`src/hw/rse_pkg.sv`:
```
package rse_pkg;

  // ----------------------------------------------------------------
  // Widths
  // ----------------------------------------------------------------
  localparam int DATA_W = 8;
  localparam int ADDR_W = 7;
  localparam int INSTR_W = 14;
  localparam int NIB_W = 4;

  // ----------------------------------------------------------------
  // Instruction fields
  // ----------------------------------------------------------------
  localparam int OP6_LSB = 8;
  localparam int OP5_LSB = 9;
  localparam int DEST_BIT = 7;
  localparam int ADDR_LSB = 0;
  localparam int LIT_LSB = 0;
  localparam logic [5:0] ROT_CODE = 6'h0c;
  localparam logic [5:0] FSUB_CODE = 6'h02;
  localparam logic [4:0] LSUB_CODE = 5'h1e;
  localparam logic DEST_WORK = 1'h0;
  localparam logic DEST_FILE = 1'h1;

  // ----------------------------------------------------------------
  // Reset values
  // ----------------------------------------------------------------
  localparam logic [DATA_W-1:0] WORK_RESET = 8'h00;
  localparam logic [DATA_W-1:0] DATA_ZERO = 8'h00;
  localparam logic [ADDR_W-1:0] ADDR_RESET = 7'h00;

  // ----------------------------------------------------------------
  // Types
  // ----------------------------------------------------------------
  typedef enum logic [1:0] {
    no_op,
    rotate_right_carry_op,
    literal_minus_work_op,
    file_minus_work_op
  } op_type;

  typedef struct packed {
    logic carry;
    logic digit_carry_flag;
    logic zero;
  } flags_type;

  typedef struct packed {
    logic we;
    logic [ADDR_W-1:0] addr;
    logic [DATA_W-1:0] data;
  } file_wr_type;

  typedef struct packed {
    logic [DATA_W-1:0] work;
    flags_type flags;
    file_wr_type file_wr;
    logic done;
    logic unknown;
  } exec_state_type;

endpackage : rse_pkg

```
`src/hw/sub_flags_unit.sv`:
```
`timescale 1ns/1ps

module sub_flags_unit #(
  parameter int WIDTH = rse_pkg::DATA_W
) (
  input wire logic [WIDTH-1:0] minuend_in,     // Left operand
  input wire logic [WIDTH-1:0] subtrahend_in,  // Working register
  output logic [WIDTH-1:0] diff_out,           // Low bits of difference
  output rse_pkg::flags_type flags_out         // Carry, digit carry, zero
);

  logic [WIDTH:0] full_diff;
  logic [rse_pkg::NIB_W:0] nib_diff;

  // ----------------------------------------------------------------
  // Two's complement subtract; top bit is the borrow
  // ----------------------------------------------------------------
  always_comb begin
    full_diff = {1'b0, minuend_in} - {1'b0, subtrahend_in};
    nib_diff = {1'b0, minuend_in[rse_pkg::NIB_W-1:0]}
             - {1'b0, subtrahend_in[rse_pkg::NIB_W-1:0]};
    diff_out = full_diff[WIDTH-1:0];
    flags_out.carry = ~full_diff[WIDTH];
    flags_out.digit_carry_flag = ~nib_diff[rse_pkg::NIB_W];
    flags_out.zero = (full_diff[WIDTH-1:0] == '0);
  end

endmodule : sub_flags_unit

```
`src/hw/rotate_subtract_exec.sv`:
```
`timescale 1ns/1ps

module rotate_subtract_exec (
  input wire logic clk_in,                                    // 25 MHz clock
  input wire logic nrst_in,                                   // Sync reset
  input wire logic instr_valid_in,                            // Execute now
  input wire logic [rse_pkg::INSTR_W-1:0] instr_in,           // Opcode word
  input wire logic [rse_pkg::DATA_W-1:0] file_data_in,        // Addressed reg
  output logic [rse_pkg::DATA_W-1:0] work_out,                // Working reg
  output logic carry_out,                                     // Carry flag
  output logic digit_carry_out,                               // Digit carry
  output logic zero_out,                                      // Zero flag
  output logic file_we_out,                                   // File write
  output logic [rse_pkg::ADDR_W-1:0] file_addr_out,           // Write address
  output logic [rse_pkg::DATA_W-1:0] file_wdata_out,          // Write data
  output logic done_out,                                      // Completed op
  output logic unknown_op_out                                 // Not handled
);

  rse_pkg::exec_state_type state;
  rse_pkg::exec_state_type next_state;
  rse_pkg::op_type op;
  logic dest;
  logic [rse_pkg::ADDR_W-1:0] addr;
  logic [rse_pkg::DATA_W-1:0] literal;
  logic [rse_pkg::DATA_W-1:0] sub_a;
  logic [rse_pkg::DATA_W-1:0] sub_diff;
  rse_pkg::flags_type sub_flags;
  logic [rse_pkg::DATA_W-1:0] rot_result;

  // ----------------------------------------------------------------
  // Decode
  // ----------------------------------------------------------------
  always_comb begin
    dest = instr_in[rse_pkg::DEST_BIT];
    addr = instr_in[rse_pkg::ADDR_LSB +: rse_pkg::ADDR_W];
    literal = instr_in[rse_pkg::LIT_LSB +: rse_pkg::DATA_W];
    if (!instr_valid_in) begin
      op = rse_pkg::no_op;
    end else if (instr_in[rse_pkg::INSTR_W-1:rse_pkg::OP6_LSB]
                 == rse_pkg::ROT_CODE) begin
      op = rse_pkg::rotate_right_carry_op;
    end else if (instr_in[rse_pkg::INSTR_W-1:rse_pkg::OP6_LSB]
                 == rse_pkg::FSUB_CODE) begin
      op = rse_pkg::file_minus_work_op;
    end else if (instr_in[rse_pkg::INSTR_W-1:rse_pkg::OP5_LSB]
                 == rse_pkg::LSUB_CODE) begin
      op = rse_pkg::literal_minus_work_op;
    end else begin
      op = rse_pkg::no_op;
    end
    sub_a = (op == rse_pkg::literal_minus_work_op) ? literal
                                                    : file_data_in;
    rot_result = {state.flags.carry,
                  file_data_in[rse_pkg::DATA_W-1:1]};
  end

  // ----------------------------------------------------------------
  // Subtractor
  // ----------------------------------------------------------------
  sub_flags_unit #(
    .WIDTH(rse_pkg::DATA_W)
  ) sub_flags_unit_inst (
    .minuend_in(sub_a),
    .subtrahend_in(state.work),
    .diff_out(sub_diff),
    .flags_out(sub_flags)
  );

  // ----------------------------------------------------------------
  // Next state
  // ----------------------------------------------------------------
  always_comb begin
    next_state = state;
    next_state.file_wr.we = 1'b0;
    next_state.done = 1'b0;
    next_state.unknown = instr_valid_in && (op == rse_pkg::no_op);
    unique case (op)
      rse_pkg::no_op: begin
      end
      rse_pkg::rotate_right_carry_op: begin
        next_state.done = 1'b1;
        next_state.flags.carry = file_data_in[0];
        if (dest == rse_pkg::DEST_WORK) begin
          next_state.work = rot_result;
        end else begin
          next_state.file_wr = '{1'b1, addr, rot_result};
        end
      end
      rse_pkg::literal_minus_work_op: begin
        next_state.done = 1'b1;
        next_state.work = sub_diff;
        next_state.flags = sub_flags;
      end
      rse_pkg::file_minus_work_op: begin
        next_state.done = 1'b1;
        next_state.flags = sub_flags;
        if (dest == rse_pkg::DEST_WORK) begin
          next_state.work = sub_diff;
        end else begin
          next_state.file_wr = '{1'b1, addr, sub_diff};
        end
      end
    endcase
  end

  // ----------------------------------------------------------------
  // State register
  // ----------------------------------------------------------------
  always_ff @(posedge clk_in) begin
    if (!nrst_in) begin
      state.work <= rse_pkg::WORK_RESET;
      state.flags <= '0;
      state.file_wr <= '{1'b0, rse_pkg::ADDR_RESET, rse_pkg::DATA_ZERO};
      state.done <= 1'b0;
      state.unknown <= 1'b0;
    end else begin
      state <= next_state;
    end
  end

  // ----------------------------------------------------------------
  // Outputs
  // ----------------------------------------------------------------
  assign work_out = state.work;
  assign carry_out = state.flags.carry;
  assign digit_carry_out = state.flags.digit_carry_flag;
  assign zero_out = state.flags.zero;
  assign file_we_out = state.file_wr.we;
  assign file_addr_out = state.file_wr.addr;
  assign file_wdata_out = state.file_wr.data;
  assign done_out = state.done;
  assign unknown_op_out = state.unknown;

  logic is_rot;
  logic is_sub;
  logic is_fsub;
  logic [rse_pkg::DATA_W-1:0] exp_diff;
  logic [rse_pkg::NIB_W-1:0] a_nib;
  logic [rse_pkg::NIB_W-1:0] w_nib;

  always_comb begin
    is_rot = (op == rse_pkg::rotate_right_carry_op);
    is_fsub = (op == rse_pkg::file_minus_work_op);
    is_sub = is_fsub || (op == rse_pkg::literal_minus_work_op);
    exp_diff = sub_a - state.work;
    a_nib = sub_a[rse_pkg::NIB_W-1:0];
    w_nib = state.work[rse_pkg::NIB_W-1:0];
  end
endmodule : rotate_subtract_exec

```
`config.mk`:
```
export PLATFORM = sky130hd
export DESIGN_NAME = rotate_subtract_exec
export DESIGN_NICKNAME = d
export VERILOG_FILES = /design/src/hw/rse_pkg.sv /design/src/hw/sub_flags_unit.sv /design/src/hw/rotate_subtract_exec.sv
export SDC_FILE = /design/constraint.sdc
export NUM_CORES = 1
export LEC_CHECK = 0
export BUFFER_PORTS_ARGS = -buffer_cell sky130_fd_sc_hd__buf_2
export CORE_AREA = 2 2 59 75
export DETAILED_ROUTE_END_ITERATION = 10
export DIE_AREA = 0 0 61 77
export PLACE_DENSITY = 0.76
export SYNTH_ARGS = -nofsm -noshare
export SYNTH_HDL_FRONTEND = slang
export SYNTH_SLANG_ARGS = --single-unit
```
`constraint.sdc`:
```
create_clock -name clk_in -period 4.9 [get_ports clk_in]
set_input_delay 0.735 -clock clk_in [delete_from_list [all_inputs] [get_ports clk_in]]
set_output_delay 0.735 -clock clk_in [all_outputs]
set_load 0.005 [all_outputs]
```
Word-level counts from Yosys, hierarchy flattened
Cells that the tools add are included.

Bits in registers: 29. Latch bits: 0. Memory bits (writable): 0. ROM bits: 0. Input bits: 25. Word-level logic and storage cells: 44. Memories kept: 0.

Add/sub/neg operators: 2. Multiply operators: 0. Divide/modulo/power cells: 0. Magnitude comparators: 0. Equality and inequality tests: 10. Shift operators: 0. Mux-type cells: 12. Bitwise logic cells: 2. Reductions and logical operators: 9.

Operator list (number): $mux 16 (2); $pmux 16 s2 (1); $pmux 9 s3 (1); $mux 8 (3); $sub 8x8->9 (1); $logic_not 8->1 (1); $mux 2 (4); $ne 2x2->1 const B (4); $eq 6x2->1 const B (1); $eq 6x4->1 const B (1); $reduce_and 3->1 (2); $eq 5x5->1 const B (1); $sub 4x4->5 (1); $eq 2x2->1 const B (2); $reduce_bool 3->1 (1); $reduce_or 3->1 (1); $eq 2x1->1 const B (1); $logic_not 2->1 (1); $not 1->1 (2); $reduce_bool 2->1 (1); $reduce_or 2->1 (1); $logic_and 1x1->1 (1); $mux 1 (1).

Longest topological paths before layout
Depth after elaboration: 10. Mapped depth: 15. Gate-level depth less buffers: 13.

By module
From an unflattened synthesis, not the netlist that was laid out.

Cell total of the unflattened synthesis: 207. Area, all modules: 1699.1 um^2.

Modules (own cells, without submodules): rotate_subtract_exec (times used 1, cells an instance 155, area each 1313.8 um^2, sequential area each 580.6 um^2); sub_flags_unit (times used 1, cells an instance 52, area each 385.4 um^2, sequential area each 0.0 um^2).

Worst setup path after synthesis
OpenSTA, ideal clock, no wires.

Path kind: in2reg. Start: in instr_in[11] (netlist name). End: reg state (netlist bit work_out[6]). Data arrival time: 3.436 ns. Data required time: 4.814 ns. Setup slack: 1.379 ns. Cell stages on the path: 14. Cell sequence: and3b_2 > a32o_2 > and2_1 > buf_6 > nand2b_2 > buf_6 > mux2_2 > ha_1 > nor2b_1 > o31a_1 > o31a_1 > nor3_1 > a211oi_1 > a211oi_1.

Word-level cells in the longest chain between the ends: 10. Elaborated cells between the ends (all ways): 18.

Ends and longest elaborated chain: from (decl) (RTL line rotate_subtract_exec.sv:7) `input wire logic [rse_pkg::INSTR_W-1:0] instr_in,`; $eq 5x5->1 (RTL line rotate_subtract_exec.sv:47) `== rse_pkg::LSUB_CODE) begin`; $mux 2 (RTL line rotate_subtract_exec.sv:46) `end else if (instr_in[rse_pkg::INSTR_W-1:rse_pkg::OP5_LSB]`; $mux 2 (RTL line rotate_subtract_exec.sv:43) `end else if (instr_in[rse_pkg::INSTR_W-1:rse_pkg::OP6_LSB]`; $mux 2 (*) (RTL line rotate_subtract_exec.sv:40) `end else if (instr_in[rse_pkg::INSTR_W-1:rse_pkg::OP6_LSB]`; $mux 2 (*) (RTL line rotate_subtract_exec.sv:38) `if (!instr_valid_in) begin`; $eq 2x2->1 (RTL line rotate_subtract_exec.sv:52, rotate_subtract_exec.sv:78); $mux 8 (RTL line rotate_subtract_exec.sv:52) `sub_a = (op == rse_pkg::literal_minus_work_op) ? literal`; $sub 8x8->9 (RTL line sub_flags_unit.sv:19) `full_diff = {1'b0, minuend_in} - {1'b0, subtrahend_in};`; $mux 8 (RTL line rotate_subtract_exec.sv:98) `if (dest == rse_pkg::DEST_WORK) begin`; $pmux 9 s3 (RTL line rotate_subtract_exec.sv:78) `unique case (op)`; to (signal assigned) (RTL line rotate_subtract_exec.sv:118) `state <= next_state;`; to (decl) (RTL line rotate_subtract_exec.sv:20) `rse_pkg::exec_state_type state;`.

Mark *: on every way between the ends. The rest lies on a longest branch, timed or not. The select of a mux whose other input is x is not followed. A chain may end at the register's enable or synchronous reset.

Worst setup path in the final report
Start: in instr_in[11] (netlist name). End: reg state (netlist bit zero_out).

Word-level cells in the longest chain between the ends: 9. Elaborated cells between the ends (all ways): 13.

Ends and longest elaborated chain: $eq 5x5->1 (RTL line rotate_subtract_exec.sv:47); $mux 2 (RTL line rotate_subtract_exec.sv:46); $mux 2 (RTL line rotate_subtract_exec.sv:43); $mux 2 (*) (RTL line rotate_subtract_exec.sv:40); $mux 2 (*) (RTL line rotate_subtract_exec.sv:38); $eq 2x2->1 (RTL line rotate_subtract_exec.sv:52, rotate_subtract_exec.sv:78); $mux 8 (RTL line rotate_subtract_exec.sv:52); $sub 8x8->9 (RTL line sub_flags_unit.sv:19); $logic_not 8->1 (RTL line sub_flags_unit.sv:25) `flags_out.zero = (full_diff[WIDTH-1:0] == '0);`.

Mark *: on every way between the ends. The rest lies on a longest branch, timed or not.

==> run metrics <==
status=completed; largest cells by area after synthesis=dfxtp_1, nand2_1, ha_1; capturing element type of the critical path=flop; CTS tree=yes; final max-slew violation count=0; sum of met2 wire segment lengths after detailed routing=2.40 mm; number of nets in the layout=298; Synth Warn #=0; fraction of post-synthesis cell area in the top cell type by area=0.331; routability-driven placement congestion ratio=0.891; Synth Cell Area=1750 um^2; total buffers and inverters traversed by the critical path=1; critical path's largest stage delay=0.50 ns; maximum root-to-sink buffer count=2; synthesized area per cell=8.26 um^2; Die Span X=61 um; Leakage=0.904 nW; number of buffers added by the clock tree synthesis step=5; number of cells in the finished layout apart from fillers=320; clock network latency to the later pin of the worst-skew pair=0.28 ns; area inside the core boundary=4000 um^2; Post-DRT Antenna Nets=0; Total Routed Length=4.72 mm; number of max-cap violations=0; all-layer global routing usage=0.214; root buffer selected by CTS=clkbuf_8; crit path time final=3.68 ns; Period Utilization, post-route=0.750; die boundary height=77 um; cell count after placement=312; Arrival @ worst endpoint=3.86 ns; first-pass GRT wire length=7.76 mm; Max Clock Skew=0.00312 ns; Unique masters post-synth=51; I/O pin cnt=54; Diodes inserted=0; uppermost layer routed=met4; power density of the placed cells=244 nW/um^2; top cells by instance count after synthesis=nand2_1, dfxtp_1, o21ai_0, nor2_1, a21boi_0; maximum vdd drop=90.2 uV; worst setup path class=in2reg; die footprint=4700 um^2; type of the worst min-delay path=reg2reg; series of cell instances along the critical path=buf_2, and3b_2, a32o_2, and2_1, nand2b_2, mux2_2, ha_1, nor2_1, a21oi_1, xor2_1, nor4_1, o211ai_1, o31ai_1; number of placement rows=26; Fin Setup TNS=0 ns; Critical Path RT=5.09 ns; critical path launch point type=primary input; top cell family by delay on the critical path=simple AND/OR/NAND/NOR gates; Initial DRT Pass Iterations=4; Congestion Overflow GR=0; final count of negative-setup-slack endpoints=0; Slowest cell on crit path=nor4_1; prevailing post-synth register cell=dfxtp_1; number of nets produced by synthesis=247; Initial Util=0.438; port bufs=53; Via-to-Cell Ratio=5.54; count of cells along the worst register-to-register path=6; Detail Placement HPWL=3.61 mm; worst setup slack after layout=1.22 ns; Layout fillers=410; initial drt markers=104; proportion of synthesized chip area in sequential cells=0.331; Worst Hold Depth=2; remaining design rule violation count=0; number of clock sinks=29; layout-stage area growth over the synthesis result=20.7%; pin count of the biggest net entering global routing=26; biggest fanout along the worst timing path=9; final hold violations=0; wire per inst=14.8 um; H-tree Lvls=2; overall power after layout=0.000515 W; Slew @ Worst Pin=0.901 ns; unrepaired setup endpoints after global routing=no; fraction of layout instances using a drive strength above 1=0.280; worst setup slack before clock tree synthesis=0.982 ns; Worst-path clk slew=0.06 ns; Met3 Routed Length=285 um; Post-CTS Repair Setup Buffers=0; fraction of registers with async set or reset after synthesis=0; hold buffers post-CTS=0; post-synthesis register bit count=29; number of antenna violations at the first check in global routing=0; logic depth of the worst setup path including buffers=13; most frequently used cell type in the post-synthesis netlist=nand2_1; vias=1773; post-synthesis instance total=212; post-synthesis cell type with the largest combined area=dfxtp_1; Peak Freq=272 MHz; number of synthesized flops with an enable pin=0; cts repair resizes=0; worst max-slew margin expressed relative to the limit=0.400; number of global-route vias before repair=1686; WL met1=1.95 mm
## power breakdown
group / leakage, nW / switching [W] / internal, W
registers: 0.234 / 0.00000176 / 0.000239
clock network: 0.0450 / 0.0000922 / 0.0000982
logic: 0.624 / 0.0000490 / 0.0000357
total: 0.904 / 0.000143 / 0.000373
## worst register-to-register path, stage by stage, from the launching register on
cell and delay [ns]:
dfxtp_1 0.35, ha_1 0.22, fa_1 0.41, xnor2_1 0.18
nor4_1 0.47, o211ai_1 0.19, o31ai_1 0.25
## registers in the layout (all words and copies together) (netlist names)
name and count:
digit_carry_out 1, carry_out 1, file_addr_out 7, work_out 8
file_wdata_out 8, file_we_out 1, zero_out 1, unknown_op_out 1
done_out 1
## layout by cell type (no fill, tap or decap), types with 2 or more instances in the layout
cell type,synthesis,final
o21ai_0,14,14
o31ai_1,2,2
buf_2,2,53
nor3_1,4,4
nand3_1,5,5
o31a_1,2,2
nand2_1,37,37
o211ai_1,4,4
a311oi_1,3,3
a21oi_1,9,9
a21boi_0,10,10
clkbuf_8,0,5
and2_1,4,4
nand2b_1,2,2
a22oi_1,2,2
a31oi_1,3,3
o21a_1,6,6
or3_1,2,2
inv_1,9,9
ha_1,9,9
and3_1,3,3
xnor2_1,2,2
clkinv_2,0,2
nor2_1,11,11
a211oi_1,2,2
dfxtp_1,29,29
mux2_2,6,6
## layout make-up
cell class | count | area, um^2 | area share
repair buffers | 53 | 265 | 0.125
clock buffers | 6 | 72.6 | 0.0343
flip-flops and latches | 29 | 581 | 0.275
inverters | 10 | 37.5 | 0.0178
clock inverters | 2 | 10.0 | 0.00473
well taps | 56 | 70.1 | 0.0331
multi-input cells | 164 | 1080 | 0.510
## final timing paths
check,start,slack (ns),to
worst max-delay path,instr_in[11],1.22,zero_out
worst min-delay path,file_wdata_out[1],0.46,file_wdata_out[1]
worst max register to register,work_out[0],2.75,zero_out
worst min register to register,file_wdata_out[1],0.46,file_wdata_out[1]
## stage by stage
stage                     area (um^2)   util  hold slack [ns]
after floorplan                  1750      -            0.460
after global placement           2030  0.508            0.447
after detailed placement         2030  0.508            0.456
after CTS                        2110  0.528            0.465
after global routing             2110  0.528            0.484
final                            2110  0.528            0.458
## cell families after synthesis
kind of cell,share of synthesized area
AND/OR/NAND/NOR,0.216
AO/OA/AOI/OAI,0.256
flip-flops,0.331
buffers and inverters,0.0529
adder cells (fa/ha/maj),0.0757
multiplexers,0.0529
XOR/XNOR,0.0150
## layer usage
layer,vias to the layer above,track usage
li1,862,-
met1,833,0.256
met2,67,0.374
met3,11,0.0337
met4,0,0.0717
met5,-,0
Power figures use the tool's default switching activity.
